<file path="config.mk">
export PLATFORM = sky130hd
export DESIGN_NAME = pfi_ctrl
export DESIGN_NICKNAME = d
export VERILOG_FILES = /design/src/pfi_credit_adj.sv /design/src/pfi_ctrl.sv /design/src/pfi_vc_mux.sv
export SDC_FILE = /design/constraint.sdc
export NUM_CORES = 1
export LEC_CHECK = 0
export ABC_AREA = 1
export BUFFER_PORTS_ARGS = -buffer_cell sky130_fd_sc_hd__buf_2
export CAP_MARGIN = 20
export CORE_AREA = 2 2 307 309
export DETAILED_ROUTE_END_ITERATION = 8
export DIE_AREA = 0 0 309 311
export GPL_ROUTABILITY_DRIVEN = 0
export SLEW_MARGIN = 30
export SYNTH_ARGS = -nofsm -noshare
export SYNTH_HDL_FRONTEND = slang
export SYNTH_SLANG_ARGS = --single-unit
</file>
<file path="constraint.sdc">
create_clock -name mclk -period 5.07 [get_ports mclk]
set_input_delay 0.7605 -clock mclk [delete_from_list [all_inputs] [get_ports mclk]]
set_output_delay 0.7605 -clock mclk [all_outputs]
set_load 0.1 [all_outputs]
</file>
<file path="src/pfi_credit_adj.sv">
// Shared constants and the credit adjuster for update-flow-control messages.
// Assumes one core clock, synchronous active-high reset and a clock enable.

//--------------------------------------------------------------
// Package
//--------------------------------------------------------------
package pfi_pkg;
	// Register byte offsets on the APB
	localparam logic [11:0] PFI_CTRL_OFFSET   = 12'h000;
	localparam logic [11:0] PFI_STATUS_OFFSET = 12'h004;
	localparam logic [11:0] PFI_COUNT_OFFSET  = 12'h008;

	// Control word field positions
	localparam int PFI_RXDLLP_LSB = 15;
	localparam int PFI_REPLAY_BIT = 17;
	localparam int PFI_ACKNAK_LSB = 18;
	localparam int PFI_ECRC_BIT   = 20;
	localparam int PFI_LCRC_BIT   = 21;
	localparam int PFI_TXDLLP_LSB = 22;
	localparam int PFI_UFC_LSB    = 24;
	localparam int PFI_VCSEL_LSB  = 29;

	// Reset values and field masks
	localparam logic [31:0] PFI_CTRL_RESET   = 32'h0000_0000;
	localparam logic [31:0] PFI_CTRL_MASK    = 32'hFFFF_8000;
	localparam logic [31:0] PFI_X8_MASK      = 32'h0010_0000;
	localparam logic [15:0] PFI_COUNT_RESET  = 16'h0000;
	localparam logic [4:0]  PFI_STICKY_RESET = 5'h00;

	// DLLP class codes on the link-layer ports
	localparam logic [1:0] PFI_DLLP_ACKNAK = 2'h1;
	localparam logic [1:0] PFI_DLLP_PM     = 2'h2;
	localparam logic [1:0] PFI_DLLP_FC     = 2'h3;

	// Credit type codes on the update-flow-control ports
	localparam logic [1:0] PFI_UFC_NONE = 2'h0;
	localparam logic [1:0] PFI_POSTED    = 2'h1;
	localparam logic [1:0] PFI_NONPOSTED = 2'h2;
	localparam logic [1:0] PFI_CMPL      = 2'h3;

	// Credit step codes: none, plus one, minus one
	localparam logic [1:0] PFI_STEP_NONE = 2'h0;
	localparam logic [1:0] PFI_STEP_INC  = 2'h1;
	localparam logic [1:0] PFI_STEP_DEC  = 2'h3;

	// ACK substitution modes
	localparam logic [1:0] PFI_ACK_NORMAL = 2'h0;
	localparam logic [1:0] PFI_ACK_SAME   = 2'h1;
	localparam logic [1:0] PFI_ACK_INC    = 2'h2;
	localparam logic [1:0] PFI_ACK_DEC    = 2'h3;

	localparam int PFI_SEQ_W     = 12;
	localparam int PFI_HDR_W     = 8;
	localparam int PFI_DATA_W    = 12;
	localparam int PFI_DBG_SLICE = 125;

	// Credit fault code to {type, header step, data step}
	function automatic logic [5:0] pfi_ufc_decode(input logic [4:0] code);
		logic [5:0] d;
		d = {PFI_UFC_NONE, PFI_STEP_NONE, PFI_STEP_NONE};
		case (code)
			5'h01: d = {PFI_POSTED, PFI_STEP_INC, PFI_STEP_NONE};
			5'h02: d = {PFI_POSTED, PFI_STEP_NONE, PFI_STEP_INC};
			5'h03: d = {PFI_POSTED, PFI_STEP_INC, PFI_STEP_INC};
			5'h04: d = {PFI_NONPOSTED, PFI_STEP_INC, PFI_STEP_NONE};
			5'h05: d = {PFI_NONPOSTED, PFI_STEP_NONE, PFI_STEP_INC};
			5'h06: d = {PFI_NONPOSTED, PFI_STEP_INC, PFI_STEP_INC};
			5'h07: d = {PFI_CMPL, PFI_STEP_INC, PFI_STEP_NONE};
			5'h08: d = {PFI_CMPL, PFI_STEP_NONE, PFI_STEP_INC};
			5'h09: d = {PFI_CMPL, PFI_STEP_INC, PFI_STEP_INC};
			5'h0A: d = {PFI_POSTED, PFI_STEP_DEC, PFI_STEP_NONE};
			5'h0B: d = {PFI_POSTED, PFI_STEP_NONE, PFI_STEP_DEC};
			5'h0C: d = {PFI_POSTED, PFI_STEP_DEC, PFI_STEP_DEC};
			5'h0D: d = {PFI_NONPOSTED, PFI_STEP_DEC, PFI_STEP_NONE};
			5'h0E: d = {PFI_NONPOSTED, PFI_STEP_NONE, PFI_STEP_DEC};
			5'h0F: d = {PFI_NONPOSTED, PFI_STEP_DEC, PFI_STEP_DEC};
			5'h10: d = {PFI_CMPL, PFI_STEP_DEC, PFI_STEP_NONE};
			5'h11: d = {PFI_CMPL, PFI_STEP_NONE, PFI_STEP_DEC};
			5'h12: d = {PFI_CMPL, PFI_STEP_DEC, PFI_STEP_DEC};
			5'h13: d = {PFI_POSTED, PFI_STEP_INC, PFI_STEP_DEC};
			5'h14: d = {PFI_POSTED, PFI_STEP_DEC, PFI_STEP_INC};
			5'h15: d = {PFI_NONPOSTED, PFI_STEP_INC, PFI_STEP_DEC};
			5'h16: d = {PFI_NONPOSTED, PFI_STEP_DEC, PFI_STEP_INC};
			5'h17: d = {PFI_CMPL, PFI_STEP_INC, PFI_STEP_DEC};
			5'h18: d = {PFI_CMPL, PFI_STEP_DEC, PFI_STEP_INC};
			default: d = {PFI_UFC_NONE, PFI_STEP_NONE, PFI_STEP_NONE};
		endcase
		return d;
	endfunction : pfi_ufc_decode

	// Modulo step of a credit or sequence value
	function automatic logic [11:0] pfi_step(input logic [11:0] v, input logic [1:0] s);
		logic [11:0] r;
		r = v;
		if (s == PFI_STEP_INC) begin
			r = v + 12'h001;
		end else if (s == PFI_STEP_DEC) begin
			r = v - 12'h001;
		end
		return r;
	endfunction : pfi_step
endpackage : pfi_pkg

`timescale 1ns/10ps
`default_nettype none

//--------------------------------------------------------------
// Credit adjuster
//--------------------------------------------------------------
module pfi_credit_adj import pfi_pkg::*; (
	input  wire logic                  mclk,
	input  wire logic                  srst,
	input  wire logic                  ce,
	input  wire logic [4:0]            fault_code,
	input  wire logic                  ufc_valid,
	input  wire logic [1:0]            ufc_type,
	input  wire logic [PFI_HDR_W-1:0]  ufc_hdr,
	input  wire logic [PFI_DATA_W-1:0] ufc_data,
	output logic                       ufc_out_valid,
	output logic [PFI_HDR_W-1:0]       ufc_out_hdr,
	output logic [PFI_DATA_W-1:0]      ufc_out_data,
	output logic                       ufc_hit
);
	logic [5:0]  dec;
	logic        match;
	logic [11:0] hdr_wide;

	assign dec      = pfi_ufc_decode(fault_code);
	assign match    = ufc_valid && (dec[5:4] != PFI_UFC_NONE) && (dec[5:4] == ufc_type);
	assign hdr_wide = pfi_step({4'h0, ufc_hdr}, match ? dec[3:2] : PFI_STEP_NONE);

	// Message goes through one register stage, adjusted or not
	always_ff @(posedge mclk) begin
		if (srst) begin
			ufc_out_valid <= 1'b0;
			ufc_out_hdr   <= '0;
			ufc_out_data  <= '0;
			ufc_hit       <= 1'b0;
		end else if (ce) begin
			ufc_out_valid <= ufc_valid;
			ufc_out_hdr   <= hdr_wide[PFI_HDR_W-1:0];
			ufc_out_data  <= pfi_step(ufc_data, match ? dec[1:0] : PFI_STEP_NONE);
			ufc_hit       <= match;
		end
	end
endmodule : pfi_credit_adj

`default_nettype wire

</file>
<file path="src/pfi_ctrl.sv">
// Fault-injection control for the link and transaction layers, set over APB.
// Assumes the link layer offers event strobes on the core clock mclk.
//
// The APB interface to the registers and the address map are this design's own decisions.

`timescale 1ns/10ps
`default_nettype none

module pfi_ctrl import pfi_pkg::*; #(
	parameter bit IS_X8  = 1'b0,
	parameter int NUM_VC = 4
) (
	input  wire logic                            mclk,
	input  wire logic                            srst,
	input  wire logic                            ce,
	input  wire logic                            psel,
	input  wire logic                            penable,
	input  wire logic                            pwrite,
	input  wire logic [11:0]                     paddr,
	input  wire logic [31:0]                     pwdata,
	output logic [31:0]                          prdata,
	output logic                                 pready,
	output logic                                 pslverr,
	input  wire logic                            rx_dllp_valid,
	input  wire logic [1:0]                      rx_dllp_class,
	output logic                                 rx_dllp_crc_force,
	output logic                                 force_replay,
	input  wire logic                            ack_in_valid,
	input  wire logic [PFI_SEQ_W-1:0]            ack_in_seq,
	output logic                                 ack_out_valid,
	output logic                                 ack_out_nak,
	output logic [PFI_SEQ_W-1:0]                 ack_out_seq,
	output logic                                 tx_ecrc_corrupt,
	output logic                                 tx_lcrc_corrupt,
	input  wire logic                            tx_dllp_valid,
	input  wire logic [1:0]                      tx_dllp_class,
	output logic                                 tx_dllp_crc_corrupt,
	input  wire logic                            ufc_valid,
	input  wire logic [1:0]                      ufc_type,
	input  wire logic [PFI_HDR_W-1:0]            ufc_hdr,
	input  wire logic [PFI_DATA_W-1:0]           ufc_data,
	output logic                                 ufc_out_valid,
	output logic [PFI_HDR_W-1:0]                 ufc_out_hdr,
	output logic [PFI_DATA_W-1:0]                ufc_out_data,
	input  wire logic [NUM_VC*PFI_DBG_SLICE-1:0] vc_debug,
	output logic [PFI_DBG_SLICE-1:0]             dbg_slice
);
	//--------------------------------------------------------------
	// Declarations
	//--------------------------------------------------------------
	logic [31:0] ctrl;
	logic [31:0] next_ctrl;
	logic [31:0] ctrl_keep;
	logic [4:0]  sticky;
	logic [4:0]  next_sticky;
	logic [4:0]  hit_vec;
	logic [15:0] inject_count;
	logic        rx_armed;
	logic        rd_fresh;
	logic        acc;
	logic        wr_en;
	logic        rd_en;
	logic        sel_ctrl;
	logic        sel_status;
	logic        sel_count;
	logic        rx_hit;
	logic        ack_hit;
	logic        tx_hit;
	logic        ufc_hit;
	logic [1:0]  rx_field;
	logic [1:0]  ack_field;
	logic [1:0]  tx_field;
	logic [1:0]  tx_class_sel;

	// Fields that this build keeps; the eight-lane build keeps only the ECRC bit
	assign ctrl_keep = IS_X8 ? PFI_X8_MASK : PFI_CTRL_MASK;

	//--------------------------------------------------------------
	// APB slave
	//--------------------------------------------------------------
	// Zero wait states; a read whose setup edge was frozen waits one edge for its data
	assign pready     = ce && (pwrite || rd_fresh);
	assign acc        = psel && penable && pready;
	assign wr_en      = acc && pwrite;
	assign rd_en      = acc && !pwrite;
	assign sel_ctrl   = (paddr == PFI_CTRL_OFFSET);
	assign sel_status = (paddr == PFI_STATUS_OFFSET);
	assign sel_count  = (paddr == PFI_COUNT_OFFSET);

	always_comb begin
		pslverr = 1'b0;
		if (psel && penable) begin
			pslverr = !(sel_ctrl || sel_status || sel_count);
		end
	end

	// Marks that read data for the open transfer is loaded
	always_ff @(posedge mclk) begin
		if (srst) begin
			rd_fresh <= 1'b0;
		end else if (ce) begin
			if (acc) begin
				rd_fresh <= 1'b0;
			end else if (psel && !pwrite) begin
				rd_fresh <= 1'b1;
			end
		end
	end

	// Read data comes from a register, loaded at the first live edge of a read
	always_ff @(posedge mclk) begin
		if (srst) begin
			prdata <= '0;
		end else if (ce) begin
			if (psel && !pwrite && !rd_fresh) begin
				if (sel_ctrl) begin
					prdata <= ctrl;
				end else if (sel_status) begin
					prdata <= {26'h0, rx_armed, sticky};
				end else if (sel_count) begin
					prdata <= {16'h0, inject_count};
				end else begin
					prdata <= '0;
				end
			end
		end
	end

	//--------------------------------------------------------------
	// Control register
	//--------------------------------------------------------------
	// Reserved and eight-lane-reserved bits never store, so they read zero
	always_comb begin
		next_ctrl = ctrl;
		if (wr_en && sel_ctrl) begin
			next_ctrl = pwdata & ctrl_keep;
		end
	end

	always_ff @(posedge mclk) begin
		if (srst) begin
			ctrl <= PFI_CTRL_RESET;
		end else if (ce) begin
			ctrl <= next_ctrl;
		end
	end

	assign rx_field  = ctrl[PFI_RXDLLP_LSB +: 2];
	assign ack_field = ctrl[PFI_ACKNAK_LSB +: 2];
	assign tx_field  = ctrl[PFI_TXDLLP_LSB +: 2];

	//--------------------------------------------------------------
	// Received DLLP fault
	//--------------------------------------------------------------
	// One shot: armed by a write of a nonzero class, spent by the first match
	assign rx_hit = rx_armed && rx_dllp_valid && (rx_dllp_class == rx_field);

	always_ff @(posedge mclk) begin
		if (srst) begin
			rx_armed <= 1'b0;
		end else if (ce) begin
			if (wr_en && sel_ctrl) begin
				rx_armed <= (next_ctrl[PFI_RXDLLP_LSB +: 2] != 2'h0);
			end else if (rx_hit) begin
				rx_armed <= 1'b0;
			end
		end
	end

	always_ff @(posedge mclk) begin
		if (srst) begin
			rx_dllp_crc_force <= 1'b0;
		end else if (ce) begin
			rx_dllp_crc_force <= rx_hit;
		end
	end

	//--------------------------------------------------------------
	// Level faults: replay, ECRC, LCRC
	//--------------------------------------------------------------
	always_ff @(posedge mclk) begin
		if (srst) begin
			force_replay    <= 1'b0;
			tx_ecrc_corrupt <= 1'b0;
			tx_lcrc_corrupt <= 1'b0;
		end else if (ce) begin
			force_replay    <= ctrl[PFI_REPLAY_BIT];
			tx_ecrc_corrupt <= ctrl[PFI_ECRC_BIT];
			tx_lcrc_corrupt <= ctrl[PFI_LCRC_BIT];
		end
	end

	//--------------------------------------------------------------
	// ACK substitution
	//--------------------------------------------------------------
	assign ack_hit = ack_in_valid && (ack_field != PFI_ACK_NORMAL);

	always_ff @(posedge mclk) begin
		if (srst) begin
			ack_out_valid <= 1'b0;
			ack_out_nak   <= 1'b0;
			ack_out_seq   <= '0;
		end else if (ce) begin
			ack_out_valid <= ack_in_valid;
			ack_out_nak   <= ack_hit;
			case (ack_field)
				PFI_ACK_INC: ack_out_seq <= pfi_step(ack_in_seq, PFI_STEP_INC);
				PFI_ACK_DEC: ack_out_seq <= pfi_step(ack_in_seq, PFI_STEP_DEC);
				default:     ack_out_seq <= ack_in_seq;
			endcase
		end
	end

	//--------------------------------------------------------------
	// Transmit DLLP fault
	//--------------------------------------------------------------
	// Transmit field orders its classes differently from the receive one
	always_comb begin
		case (tx_field)
			2'h1:    tx_class_sel = PFI_DLLP_PM;
			2'h2:    tx_class_sel = PFI_DLLP_FC;
			2'h3:    tx_class_sel = PFI_DLLP_ACKNAK;
			default: tx_class_sel = 2'h0;
		endcase
	end

	assign tx_hit = tx_dllp_valid && (tx_field != 2'h0) && (tx_dllp_class == tx_class_sel);

	always_ff @(posedge mclk) begin
		if (srst) begin
			tx_dllp_crc_corrupt <= 1'b0;
		end else if (ce) begin
			tx_dllp_crc_corrupt <= tx_hit;
		end
	end

	//--------------------------------------------------------------
	// Credit update fault and debug channel select
	//--------------------------------------------------------------
	pfi_credit_adj u_credit (
		.mclk          (mclk),
		.srst          (srst),
		.ce            (ce),
		.fault_code    (ctrl[PFI_UFC_LSB +: 5]),
		.ufc_valid     (ufc_valid),
		.ufc_type      (ufc_type),
		.ufc_hdr       (ufc_hdr),
		.ufc_data      (ufc_data),
		.ufc_out_valid (ufc_out_valid),
		.ufc_out_hdr   (ufc_out_hdr),
		.ufc_out_data  (ufc_out_data),
		.ufc_hit       (ufc_hit)
	);

	// Selects above the built channels show zero; the driver keeps them low
	pfi_vc_mux #(
		.NUM_VC (NUM_VC)
	) u_vc_mux (
		.mclk      (mclk),
		.srst      (srst),
		.ce        (ce),
		.vc_sel    (ctrl[PFI_VCSEL_LSB +: 3]),
		.vc_debug  (vc_debug),
		.dbg_slice (dbg_slice)
	);

	//--------------------------------------------------------------
	// Injection status
	//--------------------------------------------------------------
	// Order: rx DLLP, ACK, tx DLLP, credit, replay
	assign hit_vec = {force_replay, ufc_hit, tx_dllp_crc_corrupt, ack_out_nak, rx_dllp_crc_force};

	// Write one to clear; a new injection in the same cycle wins
	always_comb begin
		next_sticky = sticky;
		if (wr_en && sel_status) begin
			next_sticky = sticky & ~pwdata[4:0];
		end
		next_sticky = next_sticky | hit_vec;
	end

	always_ff @(posedge mclk) begin
		if (srst) begin
			sticky <= PFI_STICKY_RESET;
		end else if (ce) begin
			sticky <= next_sticky;
		end
	end

	// Counts cycles with an rx DLLP, ACK, tx DLLP or credit injection (not replay), saturating; a write to the count register clears it
	always_ff @(posedge mclk) begin
		if (srst) begin
			inject_count <= PFI_COUNT_RESET;
		end else if (ce) begin
			if (wr_en && sel_count) begin
				inject_count <= PFI_COUNT_RESET;
			end else if ((|hit_vec[3:0]) && (inject_count != 16'hFFFF)) begin
				inject_count <= inject_count + 16'h0001;
			end
		end
	end
endmodule : pfi_ctrl

`default_nettype wire

</file>
<file path="src/pfi_vc_mux.sv">
// Virtual-channel selector for the upper debug-output slice.
// Assumes each channel's debug slice arrives packed, channel 0 lowest.

`timescale 1ns/10ps
`default_nettype none

module pfi_vc_mux import pfi_pkg::*; #(
	parameter int NUM_VC = 4
) (
	input  wire logic                            mclk,
	input  wire logic                            srst,
	input  wire logic                            ce,
	input  wire logic [2:0]                      vc_sel,
	input  wire logic [NUM_VC*PFI_DBG_SLICE-1:0] vc_debug,
	output logic [PFI_DBG_SLICE-1:0]             dbg_slice
);
	logic [PFI_DBG_SLICE-1:0] next_dbg_slice;

	// Unbuilt channels show zero rather than aliasing a real one
	always_comb begin
		next_dbg_slice = '0;
		for (int i = 0; i < NUM_VC; i++) begin
			if (vc_sel == i[2:0]) begin
				next_dbg_slice = vc_debug[i*PFI_DBG_SLICE +: PFI_DBG_SLICE];
			end
		end
	end

	always_ff @(posedge mclk) begin
		if (srst) begin
			dbg_slice <= '0;
		end else if (ce) begin
			dbg_slice <= next_dbg_slice;
		end
	end
endmodule : pfi_vc_mux

`default_nettype wire
</file>
==> results of run 1 <==
## stage by stage
stage / worst slack, ps / utilization / power (W) / hold WS (ps)
CTS: 2090 / 0.222 / 0.00630 / 362
global route: 1920 / 0.222 / 0.00646 / 384
global placement: 1460 / 0.209 / 0.00361 / 446
finish: 2060 / 0.223 / 0.00622 / 430
detailed placement: 1510 / 0.209 / 0.00362 / 451
floorplan: 95.4 / - / 0.00314 / 436
## area by class of cell
class / count / area [um^2]
fillers: 10643 / 72100
multi-input cells: 1537 / 7930
flip-flops and latches: 244 / 4890
repair buffers: 798 / 4090
well taps: 1254 / 1570
clock buffers: 47 / 972
inverters: 252 / 951
clock inverters: 14 / 221
diodes: 13 / 32.5
## per-layer routing
| metal | wire length [um] | share of wire |
|---|---|---|
| met1 | 32900 | 0.40 |
| met2 | 39000 | 0.47 |
| met3 | 8620 | 0.10 |
| met4 | 2620 | 0.031 |
| met5 | 150 | 0.0018 |
## worst max-delay path: stages
cell and delay [ps]:
buf_2 100, nand2_1 210, inv_1 190, nand4_4 200, inv_2 220, nand2_2 320
nand2_1 150, nand2_1 70, inv_1 70, nand2_1 180, ha_1 320, or2_2 300
nand2_1 60, nand2_1 70, nand2_1 60, nand2_1 50, nand2_1 50, nand2_1 40
## power by group through the flow
stage          registers [W]  logic (W)  clock network, W
6_report             0.00207    0.00151           0.00263
5_1_grt              0.00208    0.00159           0.00279
4_1_cts              0.00207    0.00151           0.00272
3_5_place_dp         0.00211    0.00151                 0
3_3_place_gp         0.00211    0.00150                 0
2_1_floorplan        0.00283   0.000306                 0
## registers in the layout, summed over array words and instances, names as in the netlist, 5 cells and up
register / count
sticky: 5
u_vc_mux.dbg_slice: 125
inject_count: 16
prdata: 32
ctrl: 17
ack_out_seq: 12
u_credit.dec: 6
u_credit.ufc_out_data: 12
u_credit.ufc_out_hdr: 8
## kinds of logic after synthesis
kind of cell | share of synthesized area
xor gates and xnor gates | 0.0226
DFF | 0.341
and+or+nand+nor | 0.198
buffers and inverters | 0.109
adders and majority gates | 0.0232
AOI/OAI and AO/OA | 0.307
## worst min-delay path by stage
stage / cells past startpoint / slack [ps] / endpoint
final: 3 / 430 / ctrl[16]$_SDFFE_PP0P_
after floorplan: 2 / 440 / prdata[28]$_SDFFE_PP0P_
after global routing: 3 / 380 / ctrl[16]$_SDFFE_PP0P_
after CTS: 3 / 360 / ctrl[16]$_SDFFE_PP0P_
after global placement: 2 / 450 / ack_out_valid$_SDFFE_PP0P_
after detailed placement: 2 / 450 / prdata[25]$_SDFFE_PP0P_
## placed cells by master, fill, tap and decap left out, types with 10 or more instances in the layout
cell and instances:
buf_2 779, o21ai_0 576, nand2_1 366, dfxtp_1 243
inv_1 240, a31oi_1 128, nor2_1 124, a21oi_1 75
nand3_1 65, clkbuf_16 36, xor2_1 31, o21ai_1 27
ha_1 25, nor3_1 18, buf_4 15, nand4_1 14
diode_2 13, a211oi_1 11, inv_2 10
==> summary.txt, run 1 <==
Status
  • Status: finished clean

Layout
  • Layout Area Growth over Synthesis: 44.0%
  • Layout cells sized above 1: 0.314
  • Nets: 3486
  • Finished Layout Cells: 4159
  • Post-route cell area: 0.0207 mm^2

Clock tree
  • CTS H-tree lvls: 2
  • CTS root buf: clkbuf_16
  • Num CTS Buffers: 35
  • Setup bufs post-CTS: 0
  • Clock Tree Buf Depth: 3
  • CTS sink count: 244
  • Hold bufs inserted after CTS: 0
  • Gates resized, CTS repair: 0
  • CTS tree: done
  • Clk_lat worst skew: 580 ps
  • Clock transition at path regs: 60 ps

GRT
  • Initial antenna violation count: 62
  • Met3 usage: 0.0514
  • First-pass GRT wire length: 114000 um
  • Largest net degree at the start of global routing: 126
  • Gr busiest metal: met2
  • GRT overflow: 0
  • Vias in the first global route: 16578
  • Overall routing resource usage: 0.163
  • Met1 usage: 0.198
  • Met2 Usage GRT: 0.273

Placed design
  • I/O Buffers: 780
  • Placed instance count: 4085
  • HPWL Detailed: 66000 um
  • Post-placement cell area: 0.0194 mm^2

Floorplan
  • Die area: 0.0961 mm^2
  • Row Count: 112
  • Die Ht: 311 um
  • I/O Pins: 791
  • Core Box Area: 0.0928 mm^2
  • Die W: 309 um
  • Initial core utilization: 0.155

Synthesis
  • Cell with the most instances after synthesis: o21ai_0
  • Number of synthesized flops with an enable pin: 0
  • Cells after Synth: 2181
  • Dominant synthesized flop cell: dfxtp_1
  • Seq/Total Area, Yosys: 0.341
  • Area leader, netlist: dfxtp_1
  • Synthesized area: 0.0143 mm^2
  • Top cells by area, synth: dfxtp_1, o21ai_0, nand2_1
  • Post-synth cell types: 50
  • Synth Area per Inst: 6.57 um^2
  • Net Count, Synth: 2799
  • Ys async rst share: 0
  • Yosys Warn Count: 0
  • Top cell type's share of synthesized area: 0.341
  • Synth Register Bits: 244
  • Top cells by count, synth: o21ai_0, nand2_1, dfxtp_1

Timing
  • Clock skew: 28.0 ps
  • Crit share post-route: 0.593
  • Final hold viol count: 0
  • Max Clk Rate: 333 MHz
  • Relative slew margins: 0.390
  • Pins Over Slew Limit: 0
  • RSZ-0062 raised after global routing: false
  • Worst Max-Slew Pin Slew: 915 ps
  • Fin crit period: 3010 ps
  • Final setup fails: 0
  • Fin Setup TNS: 0 ps

Detailed routing
  • WL per Instance: 20.0 um
  • DRC: 0
  • Via count of the routed design: 18378
  • Final wirelength: 83400 um
  • Remaining antenna violation count: 0
  • Vias per std cell: 4.42
  • Initial drt markers: 2105
  • First-pass DRT Iterations: 6

Power and ir drop
  • Switching power: 0.00224 W
  • Clock share of power: 0.423
  • Pwr dens: 301 mW/mm^2
  • Pint: 0.00398 W
  • Leakage power: 9.63 nW
  • Switching part of the total: 0.360
  • Worst VDD drop: 192 uV
  • Combinational share of power: 0.243
  • Sequential fraction of design power: 0.333

Worst setup path
  • CP Data Required Time: 5520 ps
  • R2r setup slk: 2150 ps
  • Critical Path Sink: u_credit.dec[3]$_DFF_P_
  • Crit end category: flop
  • Reg-to-reg endpoint: u_vc_mux.dbg_slice[12]$_SDFFE_PP0P_
  • Worst reg-to-reg path cell count: 6
  • Worst Path Arrival: 3460 ps
  • Setup crit start kind: primary input
  • WS Path Type: in2reg
  • Reg2reg start: ctrl[30]$_SDFFE_PP0N_
  • Crit. Startpoint: psel
  • Critical Path Fanout Max: 23

Min path
  • HP Start: pwdata[16]
  • HP Class: in2reg

Job
  • Total of max-cap violations: 0
(Power assumes the default switching activity.)
==> inputs of run 2 (changes only) <==
clock period = 2.5 ns   (was 5.07 ns; I/O delays follow)
==> run 2 against run 1 <==
  * Worst setup slack got worse by 1900 ps
  * Flip-flop and latch count did not move
  * First-iteration DRC count fell by 13%
  * Non-clock buffer count rose by 73
  * Routed wire length rose by 4.4%
  * Total power rose by 100%
  * Combinational power rose by 110%
  * Hold slack got worse by 370 ps
  * Clock power rose by 99%
  * Largest power group unchanged
  * Highest routed layer unchanged
==> summary.txt, run 2 (synthesis gave the netlist of run 1 again) <==
Status
  • Status: finished clean

Detailed routing
  • Initial drt markers: 1832 (-13%)
  • WL per Instance: 20.5 um (+2.3%)
  • Final wirelength: 87100 um (+4.4%)
  • Remaining antenna violation count: 0 (unchanged)
  • First-pass DRT Iterations: 6 (unchanged)
  • DRC: 0 (unchanged)
  • Vias per std cell: 4.41 (-0.21%)
  • Via count of the routed design: 18718 (+1.9%)

Clock tree
  • CTS tree: done
  • CTS H-tree lvls: 2 (unchanged)
  • CTS sink count: 244 (unchanged)
  • Clock Tree Buf Depth: 3 (unchanged)
  • CTS root buf: clkbuf_16
  • Num CTS Buffers: 36 (+2.9%)
  • Clk_lat worst skew: 590 ps (about the same)
  • Clock transition at path regs: 60 ps (about the same)

Timing
  • Final hold viol count: 0 (unchanged)
  • Final setup fails: 0 (unchanged)
  • Fin Setup TNS: 0 ps (unchanged)
  • Pins Over Slew Limit: 0 (unchanged)
  • Clock skew: 37.7 ps (+9.73 ps)
  • Fin worst setup slack: 206 ps (-1860 ps)
  • Hold slack: 57.2 ps (-373 ps)
  • Crit share post-route: 0.917
  • Relative slew margins: 0.478 (+0.0878)
  • Fin crit period: 2290 ps
  • Max Clk Rate: 436 MHz
  • Worst Max-Slew Pin Slew: 775 ps (-140 ps)

Floorplan
  • Row Count: 112 (unchanged)
  • Die Ht: 311 um (unchanged)
  • Die W: 309 um (unchanged)
  • Die area: 0.0961 mm^2 (unchanged)
  • Core Box Area: 0.0928 mm^2 (unchanged)
  • Initial core utilization: 0.155 (unchanged)
  • I/O Pins: 791 (unchanged)

Worst setup path
  • CP Data Required Time: 2930 ps (-2590 ps)
  • Crit end category: flop
  • Setup crit start kind: flop
  • WS Path Type: reg2reg
  • Worst Path Arrival: 2720 ps (-740 ps)
  • Critical Path Fanout Max: 10 (-57%)

Placed design
  • HPWL Detailed: 70200 um (+6.4%)
  • Post-placement cell area: 0.0199 mm^2 (+2.5%)
  • Post-Place Setup Slack: 97.2 ps (-1410 ps)
  • Placed instance count: 4128 (+1.1%)
  • I/O Buffers: 780 (unchanged)

GRT
  • GRT overflow: 0 (unchanged)
  • Met1 usage: 0.225 (+0.0272)
  • Met3 usage: 0.0580 (+0.00661)
  • Initial antenna violation count: 59 (-4.8%)
  • Gr busiest metal: met2
  • Overall routing resource usage: 0.171 (+0.00772)
  • Vias in the first global route: 16838 (+1.6%)
  • First-pass GRT wire length: 119000 um (+4.6%)
  • Largest net degree at the start of global routing: 159 (+26%)
  • Met2 Usage GRT: 0.259 (-0.0136)

Layout
  • Most flops, register: u_vc_mux.dbg_slice
  • Largest regs: u_vc_mux.dbg_slice x125, prdata x32, ctrl x17
  • Finished Layout Cells: 4245 (+2.1%)
  • Layout Area Growth over Synthesis: 49.7%
  • Post-route cell area: 0.0215 mm^2 (+3.9%)
  • Layout cells sized above 1: 0.324 (+0.00995)
  • Most common cell after layout, fill and taps aside: buf_2
  • Nets: 3560 (+2.1%)
  • Max reg flops: 125 (unchanged)
  • Leading cell types in the layout, fill and taps excluded: buf_2, o21ai_0, nand2_1, dfxtp_1, inv_1

Min path
  • HP Class: in2reg

Job
  • Total of max-cap violations: 0 (unchanged)

Power and ir drop
  • Pwr dens: 589 mW/mm^2 (+96%)
  • Worst VDD drop: 399 uV (+110%)
  • Leakage power: 10.0 nW (+3.9%)
[run 2: where the power goes]
group	internal (W)	leakage, nW	total (W)	switching (W)
clock	0.00299	0.581	0.00524	0.00225
sequential	0.00410	2.01	0.00420	0.000104
combinational	0.000779	7.41	0.00319	0.00242
[run 2: through the flow]
step,util,power (W)
after floorplan,-,0.00637
after global routing,0.231,0.0132
after CTS,0.231,0.0128
after global placement,0.215,0.00741
final,0.231,0.0126
after detailed placement,0.215,0.00742
[run 2: timing repair]
action / in CTS / in global routing
hold endpoints to repair: 30 / 0
gates resized for setup: 0 / 2
buffers inserted: 0 / 0
hold buffers: 30 / 0
endpoints found under the setup margin: 0 / 2
[run 2: final timing paths]
check	startpoint	cells past startpoint	end	slack (ps)
hold reg to reg	ack_out_seq[9]$_SDFFE_PP0P_	2	ack_out_seq[9]$_SDFFE_PP0P_	460
hold / removal	vc_debug[433]	3	u_vc_mux.dbg_slice[58]$_SDFFE_PP0P_	60
setup / recovery	ctrl[18]$_SDFFE_PP0N_	11	ack_out_seq[5]$_SDFFE_PP0P_	210
setup reg to reg	ctrl[18]$_SDFFE_PP0N_	11	ack_out_seq[5]$_SDFFE_PP0P_	210
[run 2: final cells by class]
type | instances | area, um^2
fillers | 10578 | 71300
multi-input cells | 1537 | 7950
flip-flops and latches | 244 | 4890
repair buffers | 871 | 4850
well taps | 1254 | 1570
clock buffers | 48 | 1010
inverters | 252 | 955
clock inverters | 18 | 189
diodes | 21 | 52.6
[run 2: critical path, cell delays in order, from the launching register on]
cell        delay, ps
dfxtp_1           360
nand2_1           190
clkinvlp_4        270
ha_2              470
a21oi_1           100
nand2_1           140
inv_1              50
o21ai_0           210
and2_1            160
o21ai_0            70
nand2_1            70
a21oi_1            50
[run 2: routing by layer]
metal  up-vias  wire length (um)
met4        20              2560
met3       158              9690
met5         -               123
li1       8926                 -
met1      8602             36700
met2      1012             38000
==> inputs of run 3 (changes only) <==
--- a/config.mk
+++ b/config.mk
@@ -13,5 +13,5 @@
 export DIE_AREA = 0 0 309 311
 export GPL_ROUTABILITY_DRIVEN = 0
-export SLEW_MARGIN = 30
+export SLEW_MARGIN = 20
 export SYNTH_ARGS = -nofsm -noshare
 export SYNTH_HDL_FRONTEND = slang
==> constraint.sdc (replaced) <==
create_clock -name mclk -period 2.5 [get_ports mclk]
set_input_delay 0.25 -clock mclk [delete_from_list [all_inputs] [get_ports mclk]]
set_output_delay 0.25 -clock mclk [all_outputs]
set_load 0.05 [all_outputs]
==> run 3 against run 2 <==
  * The run now ends with negative setup slack left
  * Cell area grew 9.8%
  * Sequential share of layout area decreased by 2.0 points
  * First-iteration DRC count is 16% higher
  * Die area did not move
  * Worst setup slack lost 230 ps
  * Non-clock buffer count is 210 higher
  * Via count is 5.3% higher
  * Critical path depth down 5
  * Register-to-register slack lost 230 ps
  * Sequential power barely moved
==> summary.txt, run 3 (synthesis gave the netlist of run 1 again) <==
Layout
  • Nets: 3770 (+5.9%)
  • Leading cell types in the layout, fill and taps excluded: buf_2, o21ai_0, nand2_1, dfxtp_1, dlygate4sd3_1
  • Most flops, register: u_vc_mux.dbg_slice
  • Layout cells sized above 1: 0.301 (-0.0221)
  • Register area: 0.00489 mm^2 (unchanged)
  • Footprint of the multi-input gates: 0.00793 mm^2 (-0.16%)
  • Post-route cell area: 0.0236 mm^2 (+9.8%)
  • Max reg flops: 125 (unchanged)
  • # fillers: 10387 (-1.8%)
  • Largest regs: u_vc_mux.dbg_slice x125, prdata x32, ctrl x17
  • Layout Area Growth over Synthesis: 64.3%
  • Most common cell after layout, fill and taps aside: buf_2

GRT
  • Met3 usage: 0.0623 (+0.00429)
  • Met1 usage: 0.220 (-0.00498)
  • Overall routing resource usage: 0.173 (+0.00212)
  • Gr busiest metal: met2
  • Largest net degree at the start of global routing: 198 (+25%)
  • GRT overflow: 0 (unchanged)
  • First-pass GRT wire length: 122000 um (+2.4%)
  • Initial antenna violation count: 69 (+17%)
  • Vias in the first global route: 18486 (+9.8%)
  • Met2 Usage GRT: 0.256 (-0.00285)

Timing
  • Pins Over Slew Limit: 0 (unchanged)
  • Crit share post-route: 1.01 (+0.0938)
  • Fin Setup TNS: -40.9 ps (-40.9 ps)
  • Worst Max-Slew Pin Slew: 1120 ps (+345 ps)
  • RSZ-0062 raised after global routing: false
  • Fin crit period: 2530 ps (+235 ps)
  • Clock skew: 17.0 ps (-20.7 ps)
  • Fin worst setup slack: -28.1 ps (-235 ps)
  • Relative slew margins: 0.253 (-0.225)
  • Hold slack: 33.2 ps (-24.0 ps)
  • Final setup fails: 2 (+2)
  • Max Clk Rate: 396 MHz (-9.3%)
  • Final hold viol count: 0 (unchanged)

Detailed routing
  • Via count of the routed design: 19705 (+5.3%)
  • First-pass DRT Iterations: 6 (unchanged)
  • Vias per std cell: 4.41 (+0.11%)
  • DRC: 0 (unchanged)
  • Remaining antenna violation count: 0 (unchanged)
  • Final wirelength: 87200 um (+0.21%)
  • Initial drt markers: 2123 (+16%)
  • WL per Instance: 19.5 um (-4.7%)

Clock tree
  • CTS root buf: clkbuf_16
  • CTS sink count: 244 (unchanged)
  • Num CTS Buffers: 35 (-2.8%)
  • Clock Tree Buf Depth: 3 (unchanged)
  • Clk_lat worst skew: 580 ps (about the same)
  • Clock transition at path regs: 60 ps (about the same)
  • CTS tree: done
  • CTS H-tree lvls: 2 (unchanged)

Power and ir drop
  • Switching power: 0.00395 W (-17%)
  • Sequential fraction of design power: 0.341 (+0.008)
  • Total power: 0.0123 W (-2.3%)
  • Combinational share of power: 0.218 (-0.035)
  • Pint: 0.00840 W (+6.7%)
  • Switching part of the total: 0.320 (-0.0574)
  • Clock share of power: 0.441 (+0.026)
  • Worst VDD drop: 396 uV (-0.75%)
  • Pwr dens: 524 mW/mm^2 (-11%)
  • Leakage power: 11.0 nW (+10%)

Worst setup path
  • Reg2reg start: ctrl[30]$_SDFFE_PP0N_
  • Worst Path Arrival: 2980 ps (+260 ps)
  • Crit. Startpoint: ctrl[30]$_SDFFE_PP0N_
  • R2r setup slk: -30 ps (-230 ps)
  • Critical Path Fanout Max: 72 (+62)
  • WS Path Type: reg2reg
  • CP Data Required Time: 2950 ps (+20 ps)
  • Reg-to-reg endpoint: u_vc_mux.dbg_slice[98]$_SDFFE_PP0P_
  • Critical Path Sink: u_vc_mux.dbg_slice[98]$_SDFFE_PP0P_
  • Setup crit start kind: flop
  • Worst reg-to-reg path cell count: 6 (-5)
  • Crit end category: flop

Floorplan
  • Die W: 309 um (unchanged)
  • Row Count: 112 (unchanged)
  • Initial core utilization: 0.155 (unchanged)
  • I/O Pins: 791 (unchanged)
  • Core Box Area: 0.0928 mm^2 (unchanged)
  • Die area: 0.0961 mm^2 (unchanged)
  • Die Ht: 311 um (unchanged)

Placed design
  • I/O Buffers: 780 (unchanged)
  • Post-placement cell area: 0.0198 mm^2 (-0.69%)
  • HPWL Detailed: 69200 um (-1.5%)

Job
  • Total of max-cap violations: 0 (unchanged)

Status
  • Failing checks: negative setup slack
  • Status: finished, violations left

Min path
  • HP Class: in2reg
## run 3: repair_timing
item | 4_1_cts | 5_1_grt
endpoints found under the setup margin | 0 | 25
setup buffers | 0 | 5
resized for setup | 0 | 9
hold buffers | 241 | 0
endpoints found under the hold margin | 155 | 0
## run 3: worst max-delay path, cell delays in order, from the launching register on
cell	delay [ps]
dfxtp_4	410
buf_12	190
o21ai_0	700
o21ai_0	190
o21ai_0	120
a31oi_1	90
dlygate4sd3_1	600
## run 3: metal layers
| layer | wire length (um) | vias up | part of all wire |
|---|---|---|---|
| met2 | 37000 | 1077 | 0.42 |
| met1 | 36200 | 8993 | 0.41 |
| met3 | 9680 | 248 | 0.11 |
| li1 | - | 9361 | - |
| met5 | 239 | - | 0.0027 |
| met4 | 4130 | 26 | 0.047 |
## run 3: layout make-up
| cell class | instances | share of cell area |
|---|---|---|
| multi-input combinational | 1537 | 0.337 |
| clock inverter | 18 | 0.0116 |
| inverter | 252 | 0.0405 |
| clock buffer | 45 | 0.0409 |
| timing repair buffer | 1081 | 0.293 |
| timing repair inverter | 1 | 0.000212 |
| tap | 1254 | 0.0666 |
| antenna | 32 | 0.00340 |
| sequential | 244 | 0.207 |
## run 3: how the worst min path moves through the flow
| stage | start | to | slack (ps) | depth (start not counted) |
|---|---|---|---|---|
| 3_3_place_gp | prdata[5]$_SDFFE_PP0P_ | prdata[5]$_SDFFE_PP0P_ | 460 | 2 |
| 4_1_cts | vc_debug[327] | u_vc_mux.dbg_slice[77]$_SDFFE_PP0P_ | 0.4 | 3 |
| 5_1_grt | vc_debug[359] | u_vc_mux.dbg_slice[109]$_SDFFE_PP0P_ | 20 | 3 |
| 6_report | vc_debug[327] | u_vc_mux.dbg_slice[77]$_SDFFE_PP0P_ | 30 | 3 |
| 2_1_floorplan | pwdata[15] | ctrl[15]$_SDFFE_PP0P_ | 380 | 2 |
| 3_5_place_dp | ack_out_seq[9]$_SDFFE_PP0P_ | ack_out_seq[9]$_SDFFE_PP0P_ | 460 | 2 |
## run 3: per-stage QoR
stage	instances	util	worst slack, ps
5_1_grt	4453	0.254	2.12
3_5_place_dp	4122	0.213	164
3_3_place_gp	4122	0.213	163
6_report	4464	0.254	-28.1
4_1_cts	4426	0.252	29.3
2_1_floorplan	2181	-	387
## run 3: power by group through the flow
stage | logic [W] | registers (W) | clock network [W]
after floorplan | 0.000613 | 0.00498 | 0
after global placement | 0.00230 | 0.00428 | 0
after detailed placement | 0.00231 | 0.00428 | 0
after CTS | 0.00266 | 0.00420 | 0.00561
after global routing | 0.00288 | 0.00423 | 0.00575
final | 0.00269 | 0.00421 | 0.00545
